$ cat src/psc_pkg.sv
`default_nettype none

package psc_pkg;

	// Power-up reset time in microseconds and derived cycle count
	localparam int unsigned POWERUP_RESET_TIME_US = 45;
	localparam int unsigned CLK_MHZ = 100;
	localparam int unsigned POWERUP_RESET_CYCLES =
		POWERUP_RESET_TIME_US * CLK_MHZ;
	// Clock valid delay in ns and derived cycles (rounded up)
	localparam int unsigned CLOCK_VALID_DELAY_NS = 100;
	localparam int unsigned CLK_PERIOD_NS = 10;
	localparam int unsigned CLOCK_VALID_CYCLES =
		(CLOCK_VALID_DELAY_NS + CLK_PERIOD_NS - 1) / CLK_PERIOD_NS;

	// Macrocell register count and signature size
	localparam int unsigned NUM_MACROCELLS = 16;
	localparam int unsigned SIG_BYTES      = 16;

	// Register byte offsets on the Wishbone bus
	localparam logic [7:0] OFS_CTRL    = 8'h00;
	localparam logic [7:0] OFS_STATUS  = 8'h04;
	localparam logic [7:0] OFS_PRELOAD = 8'h08;
	localparam logic [7:0] OFS_REGS    = 8'h0C;
	localparam logic [7:0] OFS_POLAR   = 8'h10;
	localparam logic [7:0] OFS_NEXT    = 8'h14;
	localparam logic [7:0] OFS_SIG     = 8'h40;

	// Control register bit positions
	localparam int unsigned CTRL_TEST_MODE   = 0;
	localparam int unsigned CTRL_DO_PRELOAD  = 1;
	localparam int unsigned CTRL_SET_SECURE  = 2;
	localparam int unsigned CTRL_BULK_ERASE  = 3;
	localparam int unsigned CTRL_RUN_CLOCK   = 4;

	// Key that must be written to control byte 1 (bits 15:8) in test mode
	localparam logic [7:0] TEST_KEY = 8'hA5;

	// Reset values, and the value bulk erase writes to the signature memory
	localparam logic [15:0] REGS_RESET  = 16'h0000;
	localparam logic [15:0] POLAR_RESET = 16'h0000;
	localparam logic [7:0]  SIG_RESET   = 8'hFF;

endpackage : psc_pkg

`default_nettype wire

$ cat src/psc_por_timer.sv
`timescale 1ns/1ps
`default_nettype none

// Counts the power-up reset and clock-valid intervals after reset release
module psc_por_timer #(
	parameter int unsigned RESET_CYCLES = psc_pkg::POWERUP_RESET_CYCLES
) (
	// Clock and reset
	input  wire logic clk_i,
	input  wire logic rst_i,
	// Status
	output logic      por_active_o,
	output logic      clock_ok_o
);

	localparam int unsigned TOTAL = RESET_CYCLES
		+ psc_pkg::CLOCK_VALID_CYCLES;

	// Cycle counter since reset release
	logic [15:0] cnt_q;

	// Count up to the end of both intervals, then stop
	always_ff @(posedge clk_i)
	begin
		if (rst_i)
			cnt_q <= 16'h0000;
		else if (cnt_q != TOTAL[15:0])
			cnt_q <= cnt_q + 16'h0001;
	end

	// Reset phase ends after the power-up reset time
	assign por_active_o = rst_i || (cnt_q < RESET_CYCLES[15:0]);
	// Clocking allowed after the clock valid delay too
	assign clock_ok_o   = !rst_i && (cnt_q == TOTAL[15:0]);

endmodule : psc_por_timer

`default_nettype wire

$ cat src/psc_top.sv
// What this block does
// - Power-up reset clears every macrocell register within 45us
// - Enabled registered outputs low after reset, any polarity
// - Preload forces any value into macrocell registers
// - Preload only reachable from test equipment
// - Sixteen byte signature memory, verify readback only
// - Security cell blocks programming and verify readout, except signature readback
// - Only bulk erase clears the security cell
// - Static select chooses setup or clock-to-output option
//
// The Wishbone slave port and the register addresses were left to the implementer.
`timescale 1ns/1ps
`default_nettype none

module psc_top #(
	parameter int unsigned RESET_CYCLES = psc_pkg::POWERUP_RESET_CYCLES
) (
	// Clock and reset
	input  wire logic        clk_i,
	input  wire logic        rst_i,
	// Wishbone slave
	input  wire logic        cyc_i,
	input  wire logic        stb_i,
	input  wire logic        we_i,
	input  wire logic [7:0]  adr_i,
	input  wire logic [3:0]  sel_i,
	input  wire logic [31:0] dat_i,
	output logic      [31:0] dat_o,
	output logic             ack_o,
	output logic             err_o,
	// Macrocell interface
	input  wire logic [15:0] next_state_i,
	input  wire logic [15:0] out_enable_i,
	input  wire logic        timing_option_select_i,
	output logic      [15:0] reg_q_o,
	output logic      [15:0] pin_o,
	output logic      [15:0] pin_oe_o,
	output logic             late_capture_o,
	output logic             por_active_o
);

	// Power-up timing
	logic        por_active;
	logic        clock_ok;
	// Timing select synchroniser
	logic        sel_meta_q;
	logic        sel_sync_q;
	// Next state synchroniser (pins)
	logic [15:0] ns_meta_q;
	logic [15:0] ns_sync_q;
	logic [15:0] oe_meta_q;
	logic [15:0] oe_sync_q;
	// Macrocell registers and programmed polarity
	logic [15:0] regs_q;
	logic [15:0] polar_q;
	// Staging value for preload
	logic [15:0] preload_q;
	// Control state
	logic        test_mode_q;
	logic        run_clock_q;
	logic        secure_q;
	// Signature memory
	logic [7:0]  sig_mem [psc_pkg::SIG_BYTES];
	// Bus decode
	logic        req;
	logic        wr;
	logic        rd;
	logic        hit;
	logic [31:0] rdata_d;
	logic        sig_hit;
	logic [3:0]  sig_idx;
	logic        ctrl_wr;   // Control register write, low byte present
	logic        cmd_wr;    // Command write accepted only in test mode
	logic        regs_run;  // Functional clock edge for the macrocells
	// Byte-merged write values for the 16-bit registers
	logic [31:0] preload_m;
	logic [31:0] polar_m;

	// Power-up reset timer
	// Restarts on every reset, so a mid-run reset clears again
	psc_por_timer #(
		.RESET_CYCLES(RESET_CYCLES)
	) u_por (
		.clk_i       (clk_i),
		.rst_i       (rst_i),
		.por_active_o(por_active),
		.clock_ok_o  (clock_ok)
	);

	// Byte merge for Wishbone writes
	function automatic logic [31:0] merge(input logic [31:0] old,
		input logic [31:0] nw, input logic [3:0] sel);
		logic [31:0] r;
		r = old;
		for (int i = 0; i < 4; i++)
			if (sel[i])
				r[i*8 +: 8] = nw[i*8 +: 8];
		return r;
	endfunction : merge

	// Control write decode, shared by every command process
	function automatic logic ctrl_write(input logic w,
		input logic [7:0] a, input logic [3:0] s);
		return w && (a == psc_pkg::OFS_CTRL) && s[0];
	endfunction : ctrl_write

	// Request decode
	assign req     = cyc_i && stb_i && !ack_o && !err_o;
	assign wr      = req && we_i && hit;
	assign rd      = req && !we_i;
	assign sig_hit = (adr_i >= psc_pkg::OFS_SIG)
		&& (adr_i < psc_pkg::OFS_SIG + 8'h40) && (adr_i[1:0] == 2'b00);
	assign sig_idx = adr_i[5:2];
	// Command strobes; commands need test mode entered beforehand
	assign ctrl_wr   = ctrl_write(wr, adr_i, sel_i);
	assign cmd_wr    = ctrl_wr && test_mode_q;
	// Functional clocking only after the clock valid delay
	assign regs_run  = clock_ok && run_clock_q && !test_mode_q;
	// Merged write data for the staging and polarity registers
	assign preload_m = merge({16'h0000, preload_q}, dat_i, sel_i);
	assign polar_m   = merge({16'h0000, polar_q}, dat_i, sel_i);

	// Address map check
	always_comb
	begin
		case (adr_i)
			psc_pkg::OFS_CTRL, psc_pkg::OFS_STATUS,
			psc_pkg::OFS_PRELOAD, psc_pkg::OFS_REGS,
			psc_pkg::OFS_POLAR, psc_pkg::OFS_NEXT:
				hit = 1'b1;
			default:
				hit = sig_hit;
		endcase
	end

	// Synchronise pin inputs
	always_ff @(posedge clk_i)
	begin
		// Two flops before any logic reads a pin
		sel_meta_q <= timing_option_select_i;
		sel_sync_q <= sel_meta_q;
		ns_meta_q  <= next_state_i;
		ns_sync_q  <= ns_meta_q;
		oe_meta_q  <= out_enable_i;
		oe_sync_q  <= oe_meta_q;
	end

	// Test mode entered only with key, left on any control write without bit 0 and the key
	always_ff @(posedge clk_i)
	begin
		if (rst_i)
			test_mode_q <= 1'b0;
		else if (ctrl_wr)
			// Key byte guards against accidental entry
			test_mode_q <= dat_i[psc_pkg::CTRL_TEST_MODE]
				&& sel_i[1] && dat_i[15:8] == psc_pkg::TEST_KEY;
	end

	// Functional clock run enable
	always_ff @(posedge clk_i)
	begin
		if (rst_i)
			run_clock_q <= 1'b0;
		else if (ctrl_wr)
			// Takes effect only after the clock valid delay
			run_clock_q <= dat_i[psc_pkg::CTRL_RUN_CLOCK];
	end

	// Security cell: set by command, cleared only by bulk erase
	always_ff @(posedge clk_i)
	begin
		if (cmd_wr)
		begin
			// Erase wins over set in one write
			if (dat_i[psc_pkg::CTRL_BULK_ERASE])
				secure_q <= 1'b0;
			else if (dat_i[psc_pkg::CTRL_SET_SECURE])
				secure_q <= 1'b1;
		end
		else if (rst_i && secure_q !== 1'b1)
			// Nonvolatile in spirit; only defined on first reset
			secure_q <= 1'b0;
	end

	// Preload staging value
	always_ff @(posedge clk_i)
	begin
		if (rst_i)
			preload_q <= psc_pkg::REGS_RESET;
		else if (wr && adr_i == psc_pkg::OFS_PRELOAD)
			// Staging is free to write; only a command applies it
			preload_q <= preload_m[15:0];
	end

	// Output polarity configuration, programmable unless secured
	always_ff @(posedge clk_i)
	begin
		if (rst_i)
			polar_q <= psc_pkg::POLAR_RESET;
		else if (wr && adr_i == psc_pkg::OFS_POLAR && test_mode_q
			&& !secure_q)
			// Part of the protected configuration
			polar_q <= polar_m[15:0];
	end

	// Signature memory: writable when programming is allowed
	always_ff @(posedge clk_i)
	begin
		// Locked once the security cell is set
		if (wr && sig_hit && test_mode_q && !secure_q && sel_i[0])
			sig_mem[sig_idx] <= dat_i[7:0];
		else if (cmd_wr && dat_i[psc_pkg::CTRL_BULK_ERASE])
			// Bulk erase wipes the whole signature memory
			for (int i = 0; i < psc_pkg::SIG_BYTES; i++)
				sig_mem[i] <= psc_pkg::SIG_RESET;
	end

	// Macrocell registers: reset, preload, or functional clock
	always_ff @(posedge clk_i)
	begin
		if (por_active)
			regs_q <= psc_pkg::REGS_RESET;
		else if (cmd_wr && dat_i[psc_pkg::CTRL_DO_PRELOAD])
			// Any value, reachable or not, for test vectors
			regs_q <= preload_q;
		else if (regs_run)
			// Normal sequencing from the synchronised pins
			regs_q <= ns_sync_q;
	end

	// Read mux
	always_comb
	begin
		// Refused reads return zero; unmapped reads get err and leave dat_o as it was
		rdata_d = 32'h0000_0000;
		case (adr_i)
			psc_pkg::OFS_CTRL:
				rdata_d = {27'h0, run_clock_q, 1'b0, secure_q, 1'b0,
					test_mode_q};
			psc_pkg::OFS_STATUS:
				rdata_d = {28'h0, sel_sync_q, clock_ok, por_active,
					secure_q};
			psc_pkg::OFS_PRELOAD:
				rdata_d = {16'h0000, preload_q};
			psc_pkg::OFS_REGS:
				// Verify readout blocked by security cell
				rdata_d = (test_mode_q && !secure_q) ?
					{16'h0000, regs_q} : 32'h0000_0000;
			psc_pkg::OFS_POLAR:
				rdata_d = (test_mode_q && !secure_q) ?
					{16'h0000, polar_q} : 32'h0000_0000;
			psc_pkg::OFS_NEXT:
				rdata_d = {16'h0000, ns_sync_q};
			default:
				// Signature readable only by verify in test mode
				if (sig_hit && test_mode_q)
					rdata_d = {24'h000000, sig_mem[sig_idx]};
		endcase
	end

	// Bus answer: one cycle after request, error on unmapped
	always_ff @(posedge clk_i)
	begin
		if (rst_i)
		begin
			ack_o <= 1'b0;
			err_o <= 1'b0;
			dat_o <= 32'h0000_0000;
		end
		else
		begin
			// A held request is masked for the cycle after
			ack_o <= req && hit;
			err_o <= req && !hit;
			if (rd && hit)
				dat_o <= rdata_d;
		end
	end

	// Pins: low after reset regardless of polarity
	always_ff @(posedge clk_i)
	begin
		if (por_active)
			// Low whatever polarity is programmed
			pin_o <= 16'h0000;
		else
			// Idle registers keep the pins low until clocking starts
			pin_o <= (regs_q == 16'h0000 && !run_clock_q) ?
				16'h0000 : regs_q ^ polar_q;
	end

	// Outputs
	assign pin_oe_o       = oe_sync_q;
	assign reg_q_o        = regs_q;
	assign late_capture_o = sel_sync_q;
	assign por_active_o   = por_active;

endmodule : psc_top

`default_nettype wire

$ cat config.mk
export PLATFORM = sky130hd
export DESIGN_NAME = psc_top
export DESIGN_NICKNAME = d
export VERILOG_FILES = /design/src/psc_pkg.sv /design/src/psc_por_timer.sv /design/src/psc_top.sv
export SDC_FILE = /design/constraint.sdc
export NUM_CORES = 1
export LEC_CHECK = 0
export BUFFER_PORTS_ARGS = -buffer_cell sky130_fd_sc_hd__buf_2
export CORE_ASPECT_RATIO = 2
export CORE_MARGIN = 2
export CORE_UTILIZATION = 24
export DETAILED_ROUTE_END_ITERATION = 8
export GPL_ROUTABILITY_DRIVEN = 1
export GPL_TIMING_DRIVEN = 1
export PLACE_DENSITY = 0.42
export SETUP_SLACK_MARGIN = 0.5
export SYNTH_ARGS = -nofsm -noshare
export SYNTH_HDL_FRONTEND = slang
export SYNTH_SLANG_ARGS = --single-unit
$ cat constraint.sdc
create_clock -name clk_i -period 2.5 [get_ports clk_i]
set_input_delay 0.125 -clock clk_i [delete_from_list [all_inputs] [get_ports clk_i]]
set_output_delay 0.125 -clock clk_i [all_outputs]
set_load 0.1 [all_outputs]
# --- Yosys cells after proc, flatten, opt, wreduce, memory -nomap -nowiden ---
# Memories as Yosys holds them, arrays and structs flattened.
# Index checks and enable logic that the tools add are counted.
# Widths: inputs -> output; s select.
word_totals:
  reg_bits: 183
  ramBits: 128
  input_bits: 82
  out_inout_bits: 84
  elab_cells: 109
  memories: 1
memory_table:
  columns: ["memory", "depth", "width", "read_ports", "rd_clocked_by_memory_dff", "wr", "line_no", "text"]
  rows:
  - ["sig_mem", 16, 8, 1, 0, 16, "psc_top.sv:63", "logic [7:0] sig_mem [psc_pkg::SIG_BYTES];"]
op_classes:
  addsub: 1
  magnitude_cmp: 3
  n_eq_ne: 10
  muxes: 19
  bitwise_logic: 1
  n_reduce_logical: 55
op_table:
  columns: ["cell", "count"]
  rows:
  - ["$pmux 16 s6", 1]
  - ["$mux 16", 4]
  - ["$logic_and 1x1->1", 33]
  - ["$add 16x1->16 const B", 1]
  - ["$eq 16x13->1 const B", 1]
  - ["$eq 8x4->1 const B", 2]
  - ["$eq 8x5->1 const B", 2]
  - ["$logic_not 16->1", 1]
  - ["$lt 16x13->1 const B", 1]
  - ["$mux 8", 2]
  - ["$ne 16x13->1 const B", 1]
  - ["$xor 16x16->16", 1]
  - ["$mux 1", 11]
  - ["$reduce_and 2->1", 5]
  - ["$eq 8x3->1 const B", 1]
  - ["$eq 8x8->1 const B", 1]
  - ["$ge 8x7->1 const B", 1]
  - ["$logic_not 1->1", 8]
  - ["$logic_not 8->1", 1]
  - ["$lt 8x8->1 const B", 1]
  - ["$reduce_or 8->1", 1]
  - ["$reduce_or 6->1", 1]
  - ["$mux 4", 1]
  - ["$reduce_bool 2->1", 2]
  - ["5 further kinds", 5]

# --- Longest topological paths before layout ---
# Gate-level depths: netlist of run 1.
logic_depth:
  word_depth: 14
  ltp_mapped: 9
  depth_no_buf: 7

# --- By module ---
# From an unflattened synthesis of run 1, not the netlist that was laid out.
unflattened:
  hier_cells: 1221
  area_unflattened_um2: 11960.2
by_module_without_submodules:
  columns: ["mod", "n_inst", "cells_per_inst", "area_per_inst_um2", "seq_area_each_um2"]
  rows:
  - ["psc_top", 1, 1115, 11089.4, 5595.4]
  - ["psc_por_timer", 1, 106, 870.8, 320.3]

# --- Worst setup path before layout of run 1 ---
# OpenSTA, ideal clock, no wires.
synth_path:
  kind: "flip-flop to flip-flop"
  start: "reg err_o"
  end: "mem sig_mem[15][2]"
  t_arrival_ns: 2.521
  t_required_ns: 2.371
  path_slack_ns: -0.151
  path_stages_with_launch: 8
  n_path_buf: 2
  cell_sequence: "dfxtp_1 > nand4bb_1 > clkbuf_1 > or4_1 > buf_2 > nor3_4 > mux2i_1 > nand2_1"
synth_rtl:
  columns: ["item", "line_no", "text"]
  rows:
  - ["start, declared", "psc_top.sv:30", "output logic err_o,"]
  - ["start signal, assigned", "psc_top.sv:274", "err_o <= req && !hit;"]
  - ["end, declared", "psc_top.sv:63", null]

# --- Worst setup path after layout of run 1 ---
layout_path:
  start: "reg secure_q"
  end: "reg polar_q[1]"
layout_between:
  elab_chain_len: 3
layout_rtl:
  columns: ["item", "line_no", "text"]
  rows:
  - ["start, declared", "psc_top.sv:61", "logic secure_q;"]
  - ["start signal, assigned", "psc_top.sv:176", "secure_q <= 1'b0;"]
  - ["start signal, assigned", "psc_top.sv:178", "secure_q <= 1'b1;"]
  - ["start signal, assigned", "psc_top.sv:182", "secure_q <= 1'b0;"]
  - ["$logic_not 1->1", "psc_top.sv:201", "&& !secure_q)"]
  - ["$logic_and 1x1->1", "psc_top.sv:201", null]
  - ["$reduce_and 2->1 (no source line)", null, null]
  - ["end signal, assigned", "psc_top.sv:199", "polar_q <= psc_pkg::POLAR_RESET;"]
  - ["end signal, assigned", "psc_top.sv:203", "polar_q <= polar_m[15:0];"]
  - ["end, declared", "psc_top.sv:55", "logic [15:0] polar_q;"]
# Every way passes these cells.
# A chain may end at the register's enable or synchronous reset.

==> metrics.md, run 1 <==
| Metric | Value |
|---|---|
| Worst Skew | `20.5 ps` |
| Num rows | `115` |
| Post-synth EDFFs | `1` |
| Largest net degree at the start of global routing | `48` |
| CP Data Required Time | `2950 ps` |
| Die Ht | `318 um` |
| Initial DRC Count | `561` |
| Total GRT Usage | `0.144` |
| Crit path max fanout | `8` |
| Total power | `10200 uW` |
| Worst EP arrival | `2590 ps` |
| Non-filler cells in the finished layout | `2034` |
| Fmax | `467 MHz` |
| First-pass GRT wire length | `57600 um` |
| Routed wire per std cell | `18.9 um` |
| # nets final | `1451` |
| Relative slew slack | `0.598` |
| CTS tree | `done` |
| Die ar. | `51300 um^2` |
| Root Buffer | `clkbuf_16` |
| H-Tree Depth | `1` |
| Die X | `161 um` |
| Synthesized area per cell | `10.4 um^2` |
| Tmin final | `2140 ps` |
| Final wirelength | `38500 um` |
| Crit path top cell by count | `buf_6` |
| Final Cycle Share | `0.857` |
| Antenna diodes | `0` |
| Core area | `48900 um^2` |
| RSZ-0062 raised after global routing | `yes` |
| Startpoint Class | `register` |
| P per Cell Area | `642 nW/um^2` |
| Vias per cell | `4.63` |
| Dpl hpwl | `25900 um` |
| VDD IR-drop max | `0.000465 V` |
| Num ports | `166` |
| CP endpoint kind | `register` |
| Seq/Total Area, Yosys | `0.499` |
| CTS buffer count | `31` |
| Yosys reg bits | `295` |
| CP peak stage delay | `580 ps` |
| Slew Viols, Final | `0` |
| Worst Tran Pin Value | `603 ps` |
| Area grow syn2layout | `33.7%` |
| Antenna Nets Post-Route | `0` |
| DP Cell Count | `1903` |
| Setup Viol. Count Final | `0` |
| IO Port Bufs | `131` |
| Status | `complete, no violations` |
| Vias in the first global route | `9551` |
| First-pass DRT Iterations | `5` |
| Filler cells | `5027` |
| CP cell instances | `buf_6 > or2b_4 > or4b_4 > nor3_4 > buf_6 > mux2i_2 > nor2_1` |
| Cell Area, Synth | `11800 um^2` |
| Synth async-reset ratio | `0` |
| Syn. warnings | `0` |
| Vias | `9408` |
| Synth cell types | `69` |
| Crit-path slowest cell | `or4b_4` |
| Post-layout util | `0.324` |
| CP Buf/Inv Count | `2` |
| P_leak | `0.00680 uW` |
| Layout cell share with drive strength beyond 1 | `0.277` |
| DRC | `0` |
| Remaining global-route overflow | `0` |
| Antenna violations before repair | `1` |
| Top_reg_cell synth | `dfxtp_1` |
| Mapped Cells | `1144` |
| Hold Fails Final Rpt | `0` |
| Clock sinks | `295` |
| CTS max path bufs | `3` |
| Max_cap viols | `0` |
| Worst hold path type | `input pin to register` |
| Clk_lat worst skew | `580 ps` |
| Global placer's final weighted congestion | `0.782` |
| Crit Path Class | `register to register` |
| Setup TNS | `0 ps` |
| Top delay family on crit path | `simple AND/OR/NAND/NOR gates` |
| Clk slew on worst S/H paths | `60 ps` |
| Initial Util | `0.242` |
-- flip-flops by register name (all words and copies together), names as in the netlist --
signal,flops
ack_o,1
dat_o,16
err_o,1
late_capture_o,1
ns_meta_q,16
ns_sync_q,16
oe_meta_q,16
pin_o,16
pin_oe_o,16
polar_q,16
preload_q,16
reg_q_o,16
run_clock_q,1
secure_q,1
sel_meta_q,1
sig_mem,128
test_mode_q,1
u_por.cnt_q,16
-- worst register-to-register path, stage by stage (launching register included) --
cell      delay (ps)
edfxtp_1         430
buf_6            150
or2b_4           240
or4b_4           580
nor3_4           160
buf_6            190
mux2i_2          220
nor2_1            60
-- metrics by stage --
stage	area, um^2	setup WS [ps]	hold WS (ps)
floorplan	12000	210	153
global placement	13700	93.1	227
detailed placement	13700	71.2	229
CTS	15400	336	4.48
global route	15800	301	44.8
finish	15800	357	33.3
-- cells in the final DEF (no fill, tap or decap), drive strengths merged, types with 26 or more instances in the layout --
cell / count
clkbuf: 48
nor2: 129
dlygate4sd3: 42
buf: 223
o21ai: 46
mux2i: 163
dfxtp: 294
nand3: 26
nand2: 151
mux4: 32
-- final timing paths --
path	start	slack, ps	depth (start not counted)	end
setup reg to reg	secure_q	360	7	polar_q[1]
hold / removal	dat_i[4]	30	3	sig_mem[5][4]
hold reg to reg	ns_meta_q[10]	330	0	ns_sync_q[10]
setup / recovery	secure_q	360	7	polar_q[1]
-- synthesized netlist by cell type (all sizes together) (4+ instances only) --
library cell / number / share of area
nor3: 21 / 0.018
nor4: 13 / 0.0092
nand3b: 4 / 0.0025
or2: 4 / 0.0021
nor2b: 5 / 0.0026
xnor2: 19 / 0.014
a21boi: 8 / 0.0051
dfxtp: 294 / 0.50
nand4: 9 / 0.0048
nand3: 25 / 0.013
clkbuf: 58 / 0.018
a2111oi: 6 / 0.0044
a222oi: 10 / 0.0085
mux4: 32 / 0.061
a21oi: 5 / 0.0021
a311oi: 5 / 0.0037
o2111ai: 5 / 0.0037
nand2: 151 / 0.048
nand2b: 6 / 0.0032
mux2i: 163 / 0.14
nor2: 129 / 0.041
buf: 39 / 0.020
o21ai: 46 / 0.019
xor2: 11 / 0.0081
a211oi: 21 / 0.013
-- layout make-up --
class	instances	area [um^2]	area share
Clock buffer	42	877	0.0554
Multi-Input combinational cell	765	5840	0.369
Timing Repair Buffer	271	2200	0.139
Inverter	3	11.3	0.000711
Tap cell	643	805	0.0508
Clock inverter	15	155	0.00980
Sequential cell	295	5940	0.375
-- repair_timing --
item	CTS	global route
buffers inserted	7	16
gates resized for setup	43	36
pin swaps	18	49
hold endpoints to repair	52	0
hold buffers	42	0
endpoints found under the setup margin	207	194
cloned	2	7
-- where the power goes --
group          switching [uW]  internal [uW]
sequential               32.6           4760
clock                    1950           2750
combinational             477            188
total                    2460           7700
-- metal layers --
metal	part of all wire	vias up	track usage	routed length [um]
met5	0.00029	-	0	11
met4	0.028	2	0.0486	1070
met3	0.049	64	0.0221	1900
met2	0.47	272	0.233	18100
met1	0.45	4601	0.195	17500
li1	-	4469	-	-
-- cells by family (layout without fill, tap and decap cells) --
kind of cell	after synthesis	count (layout)	synth area share
AOI/OAI and AO/OA	130	130	0.0768
xor gates and xnor gates	30	30	0.0222
adders and majority gates	2	2	0.00211
buffers and inverters	100	331	0.0390
DFF	295	295	0.499
muxes	196	196	0.200
other	1	16	0.000317
and+or+nand+nor	390	391	0.161
Power figures use the tool's default switching activity.
==> inputs of run 2 (changes only) <==
- CTS_BUF_LIST: not set -> sky130_fd_sc_hd__clkbuf_8
- SETUP_SLACK_MARGIN: 0.5 -> not set
==> run 2 against run 1 <==
Net effect: highest routed layer is now met4; die area stayed put; clock power down 5.1%; non-clock buffer count down 17; clock skew is 4.9 ps lower; worst hold slack better by 42 ps; critical endpoint is now por_active_o.
==> metrics.md, run 2 (synthesis results as in run 1) <==
| Metric | Value |
|---|---|
| Dpl hpwl | `25400 um (-2.2%)` |
| Worst EP arrival | `2250 ps (-340 ps)` |
| Largest net degree at the start of global routing | `113 (+140%)` |
| Clock group share of total power | `0.451 (-0.012)` |
| Global placer's final weighted congestion | `0.801 (+2.4%)` |
| Setup Viol. Count Final | `0 (unchanged)` |
| Initial DRC Count | `556 (-0.89%)` |
| Non-filler cells in the finished layout | `2044 (+0.49%)` |
| Top sig layer | `met4` |
| Sequential power share | `0.485 (+0.013)` |
| Clk slew on worst S/H paths | `60 ps (about the same)` |
| DP Cell Count | `1908 (+0.26%)` |
| R2R setup slack | `250 ps (-110 ps)` |
| # nets final | `1450 (-0.069%)` |
| Die Ht | `318 um (unchanged)` |
| RSZ-0062 raised after global routing | `no` |
| CP endpoint kind | `primary output` |
| Startpoint Class | `register` |
| Area grow syn2layout | `28.1%` |
| Sw Ratio | `0.251 (+0.00937)` |
| P_leak | `0.00662 uW (-2.6%)` |
| Remaining global-route overflow | `0 (unchanged)` |
| Final Cycle Share | `0.950 (+0.0924)` |
| Met1 WL | `16800 um (-3.6%)` |
| Antenna Nets Post-Route | `0 (unchanged)` |
| Vias per cell | `4.60 (-0.45%)` |
| Routed wire per std cell | `17.9 um (-5.3%)` |
| CP Data Required Time | `2380 ps (-570 ps)` |
| WL met2 | `16800 um (-7.0%)` |
| Commonest non-fill, non-tap cell in the layout | `dfxtp_1` |
| Vias | `9412 (+0.043%)` |
| Design area | `15200 um^2 (-4.2%)` |
| P per Cell Area | `652 nW/um^2 (+1.7%)` |
| Switch Pwr | `2490 uW (+1.1%)` |
| Vias in the first global route | `9464 (-0.91%)` |
| Setup TNS | `0 ps (unchanged)` |
| Int Pwr | `7410 uW (-3.8%)` |
| Worst Tran Pin Value | `882 ps (+279 ps)` |
| Worst Skew | `15.6 ps (-4.87 ps)` |
| Num ports | `166 (unchanged)` |
| Hold Fails Final Rpt | `0 (unchanged)` |
| Max_cap viols | `0 (unchanged)` |
| Worst hold path type | `input pin to register` |
| Status | `complete, no violations` |
| H-Tree Depth | `2 (+1)` |
| DRC | `0 (unchanged)` |
| Root Buffer | `clkbuf_8` |
| Total GRT Usage | `0.140 (-0.00426)` |
| VDD IR-drop max | `0.000407 V (-12%)` |
| Clock sinks | `295 (unchanged)` |
| Fmax | `421 MHz (-9.7%)` |
| CTS tree | `done` |
| Clk_lat worst skew | `600 ps (+20 ps)` |
| Die ar. | `51300 um^2 (unchanged)` |
| Most frequent cells in the layout | `dfxtp_1, mux2i_1, nand2_1, buf_2, nor2_1` |
| Slew Viols, Final | `0 (unchanged)` |
| Max reg flops | `128 (unchanged)` |
| First-pass GRT wire length | `56200 um (-2.4%)` |
| Core area | `48900 um^2 (unchanged)` |
| Tmin final | `2370 ps (+231 ps)` |
| Biggest register | `sig_mem` |
| Num rows | `115 (unchanged)` |
| Die X | `161 um (unchanged)` |
| First-pass DRT Iterations | `7 (+2)` |
| Antenna violations before repair | `0 (-1)` |
| Crit Path Class | `register to primary output` |
| Initial Util | `0.242 (unchanged)` |
| Antenna diodes | `0 (unchanged)` |
| IO Port Bufs | `131 (unchanged)` |
| Layout cell share with drive strength beyond 1 | `0.244 (-0.0334)` |
| Crit path max fanout | `17 (+9)` |
| Relative slew slack | `0.410 (-0.188)` |
| Total power | `9890 uW (-2.6%)` |
| Met3 WL post-DR | `2100 um (+10%)` |
| CTS max path bufs | `3 (unchanged)` |
| CTS buffer count | `48 (+55%)` |
| Logic pwr share | `0.064 (about the same)` |
| Final wirelength | `36700 um (-4.8%)` |
| Area after DPL | `13600 um^2 (-0.31%)` |
[run 2: changes by cell type in the layout (fill, tap and decap cells not counted), sizes merged]
cell         delta
clkbuf         +11
dlygate4sd3     +9
buf            -20
clkinv          -1
inv            +13
clkinvlp        -1
nand3           -1
[run 2: worst paths after layout]
check / from / endpoint / cells after the start
hold / removal: dat_i[3] / sig_mem[4][3] / 4
hold reg to reg: oe_meta_q[4] / pin_oe_o[4] / 0
setup reg to reg: u_por.cnt_q[0] / reg_q_o[3] / 8
setup / recovery: u_por.cnt_q[2] / por_active_o / 6
[run 2: layout make-up]
class                           instances  area [um^2]
Clock buffer                           59          812
Clock inverter                         26          208
Fill cell                            5129        33800
Inverter                                3         11.3
Multi-Input combinational cell        764         5570
Sequential cell                       295         5920
Tap cell                              643          805
Timing Repair Buffer                  254         1850
[run 2: power groups by stage]
| stage | Sequential (uW) | Clock, uW | Combinational, uW |
|---|---|---|---|
| after floorplan | 5010 | 0 | 297 |
| after global placement | 4900 | 0 | 572 |
| after detailed placement | 4900 | 0 | 576 |
| after CTS | 4790 | 4630 | 640 |
| after global routing | 4800 | 4820 | 671 |
| final | 4800 | 4460 | 637 |
[run 2: layer usage]
| layer | vias to the layer above | GRT usage |
|---|---|---|
| li1 | 4464 | - |
| met1 | 4576 | 0.188 |
| met2 | 303 | 0.225 |
| met3 | 69 | 0.0272 |
| met4 | 0 | 0.0448 |
| met5 | - | 0 |
[run 2: timing repair]
item,CTS,global route
endpoints found under the setup margin,1,3
gates resized for setup,1,3
buffers inserted,0,0
hold buffers,51,0
endpoints found under the hold margin,72,0
[run 2: critical path: stages, from the launching register on]
cell and delay [ps]:
dfxtp_1 420, o21ai_0 160, a2111oi_2 400, buf_4 180, nor2_1 50, buf_4 240, buf_12 200
[run 2: stage by stage]
| step | hold WS [ps] | worst slack (ps) | utilization |
|---|---|---|---|
| 2_1_floorplan | 153 | 72.8 | - |
| 3_3_place_gp | 227 | 163 | 0.278 |
| 3_5_place_dp | 229 | 102 | 0.278 |
| 4_1_cts | 30.5 | 7.88 | 0.310 |
| 5_1_grt | 66.0 | 24.2 | 0.310 |
| 6_report | 75.6 | 126 | 0.310 |
==> inputs of run 3 (changes only) <==
- CORE_MARGIN: 2 -> not set
==> run 3 against run 2 <==
Net effect: core utilization up 0.30 points; global-route usage up 1.3 points; combinational power down 1%; cell count down 0.20%; maximum frequency up 2.4%; register-to-register slack worse by 20 ps; non-clock buffer count unchanged; die area down 1.9%; flip-flop and latch count unchanged; routed wire length up 4.6%.
==> metrics.md, run 3 (synthesis results as in run 1) <==
| Metric | Value |
|---|---|
| Routed wire per std cell | `18.8 um (+4.9%)` |
| Num rows | `114 (-0.87%)` |
| Vias | `9176 (-2.5%)` |
| Vias in the first global route | `9481 (+0.18%)` |
| CP endpoint kind | `primary output` |
| Max_cap viols | `0 (unchanged)` |
| Crit Path Class | `register to primary output` |
| Num ports | `166 (unchanged)` |
| Top delay family on crit path | `compound AO/OA/AOI/OAI gates` |
| Total GRT Usage | `0.153 (+0.0133)` |
| Met3 usage in global routing | `0.0279 (+0.000641)` |
| Worst Tran Pin Value | `742 ps (-140 ps)` |
| Grt peak-use layer | `met2` |
| Area grow syn2layout | `28.2% (about the same)` |
| CP Data Required Time | `2380 ps (about the same)` |
| Min-delay src | `dat_i[0]` |
| Global placer's final weighted congestion | `0.833 (+4.1%)` |
| CP Buf/Inv Count | `3 (unchanged)` |
| Worst hold path type | `input pin to register` |
| Hold path depth | `5 (+1)` |
| P_leak | `0.00663 uW (+0.17%)` |
| Relative slew slack | `0.503 (+0.0935)` |
| Reg2reg path depth | `7 (-1)` |
| Setup Viol. Count Final | `0 (unchanged)` |
| Clk_lat worst skew | `630 ps (+30 ps)` |
| Startpoint Class | `register` |
| Hold EP | `test_mode_q` |
| VDD IR-drop max | `0.000381 V (-6.6%)` |
| Root Buffer | `clkbuf_8` |
| Status | `complete, no violations` |
| Fmax | `431 MHz (+2.4%)` |
| Hold Fails Final Rpt | `0 (unchanged)` |
| RSZ-0062 raised after global routing | `no` |
| DRC | `0 (unchanged)` |
| Switch Pwr | `2490 uW (+0.22%)` |
| Logic pwr share | `0.064 (about the same)` |
| Design area | `15200 um^2 (about the same)` |
| CTS tree | `done` |
| CTS max path bufs | `3 (unchanged)` |
| Met2 GRT Util | `0.305 (+0.0792)` |
| Sequential power share | `0.491 (+0.006)` |
| Initial Util | `0.244 (+0.00212)` |
| First-pass DRT Iterations | `6 (-1)` |
| IO Port Bufs | `131 (unchanged)` |
| Layout cell share with drive strength beyond 1 | `0.241 (-0.00323)` |
| Vias per cell | `4.50 (-2.3%)` |
| Remaining global-route overflow | `0 (unchanged)` |
| H-Tree Depth | `2 (unchanged)` |
| Cell count along the critical path | `6 (unchanged)` |
| Tmin final | `2320 ps (-55.0 ps)` |
| Sw Ratio | `0.255 (+0.00339)` |
| Clock sinks | `295 (unchanged)` |
| CP cell instances | `o21ai_0 > a2111oi_1 > buf_4 > nor2_1 > buf_6 > buf_12` |
| Commonest non-fill, non-tap cell in the layout | `dfxtp_1` |
| Max reg flops | `128 (unchanged)` |
| Initial DRC Count | `379 (-32%)` |
| Int Pwr | `7290 uW (-1.6%)` |
| Worst EP arrival | `2190 ps (-60 ps)` |
| Largest net degree at the start of global routing | `75 (-34%)` |
| Clk slew on worst S/H paths | `70 ps (about the same)` |
| Clock group share of total power | `0.445 (-0.006)` |
| Antenna Nets Post-Route | `0 (unchanged)` |
| Antenna violations before repair | `6 (+6)` |
| Dpl hpwl | `27700 um (+9.2%)` |
| Crit-path slowest cell | `a2111oi_1` |
| # nets final | `1449 (-0.069%)` |
| P per Cell Area | `644 nW/um^2 (-1.2%)` |
| Crit path max fanout | `10 (-7)` |
| R2r endpoint | `sig_mem[11][4]` |
| Setup TNS | `0 ps (unchanged)` |
| Final Cycle Share | `0.928 (-0.0220)` |
| Die X | `159 um (-1.2%)` |
| GRT met1 Usage | `0.140 (-0.0481)` |
| Biggest register | `sig_mem` |
| R2R setup slack | `230 ps (-20 ps)` |
| Area after DPL | `13700 um^2 (+0.30%)` |
| FF-to-FF Start | `secure_q` |
| Die ar. | `50300 um^2 (-1.9%)` |
| CTS buffer count | `47 (-2.1%)` |
| Slew Viols, Final | `0 (unchanged)` |
| Core area | `48500 um^2 (-0.87%)` |
| Most frequent cells in the layout | `dfxtp_1, mux2i_1, nand2_1, buf_2, nor2_1` |
| CP peak stage delay | `430 ps (about the same)` |
| Final wirelength | `38400 um (+4.6%)` |
| Die Ht | `316 um (-0.63%)` |
| Worst Skew | `35.1 ps (+19.4 ps)` |
| Post-layout util | `0.313 (+0.00303)` |
| First-pass GRT wire length | `57700 um (+2.8%)` |
-- run 3: changes by cell type in the layout (fill, tap and decap cells not counted), moves of 2 or more --
cell / before / now
clkinv_2: 8 / 2
inv_1: 14 / 20
buf_12: 11 / 15
buf_4: 62 / 58
diode_2: 0 / 3
nor3_1: 11 / 9
nor3_2: 1 / 3
-- run 3: cell type report --
cell class,count,area (um^2)
inverters,3,11.3
diodes,3,7.51
clock buffers,59,812
fillers,5011,33300
clock inverters,24,173
flip-flops and latches,295,5920
well taps,638,798
multi-input cells,764,5570
repair buffers,254,1900
-- run 3: how the worst max path moves through the flow --
stage,end,slack (ps),start
final,por_active_o,180,u_por.cnt_q[2]
after global routing,sig_mem[11][2],70,secure_q
after CTS,por_active_o,10,u_por.cnt_q[12]
after detailed placement,sig_mem[8][2],150,adr_i[1]
after global placement,sig_mem[8][1],190,adr_i[1]
after floorplan,reg_q_o[10],70,u_por.cnt_q[15]
-- run 3: power by group through the flow --
stage | Combinational, uW | Sequential [uW] | Clock, uW
floorplan | 297 | 5010 | 0
global placement | 573 | 4910 | 0
detailed placement | 574 | 4910 | 0
CTS | 635 | 4800 | 4550
global route | 658 | 4800 | 4730
finish | 629 | 4800 | 4350
-- run 3: timing repair --
item                       4_1_cts  5_1_grt
setup endpoints to repair        1        1
hold buffers                    50        0
hold endpoints to repair       118        0
buffers inserted                 0        3
resized for setup                5        0
-- run 3: worst min-delay path, stage by stage --
cell	delay, ps
buf_2	120
nand4b_1	80
nor4_1	90
mux2i_1	140
nor2_1	50
-- run 3: metrics by stage --
step | hold WS, ps | total power (uW) | worst slack [ps] | instances
after global routing | 56.3 | 10200 | 66.9 | 2038
after detailed placement | 229 | 5480 | 150 | 1902
final | 58.6 | 9780 | 181 | 2040
after floorplan | 153 | 5300 | 72.8 | 1159
after global placement | 228 | 5480 | 187 | 1902
after CTS | 26.4 | 9990 | 14.7 | 2034
-- run 3: routing by layer --
metal,share of wire,up-vias
li1,-,4467
met1,0.34,4333
met2,0.55,263
met3,0.040,105
met4,0.062,8
met5,0.0015,-
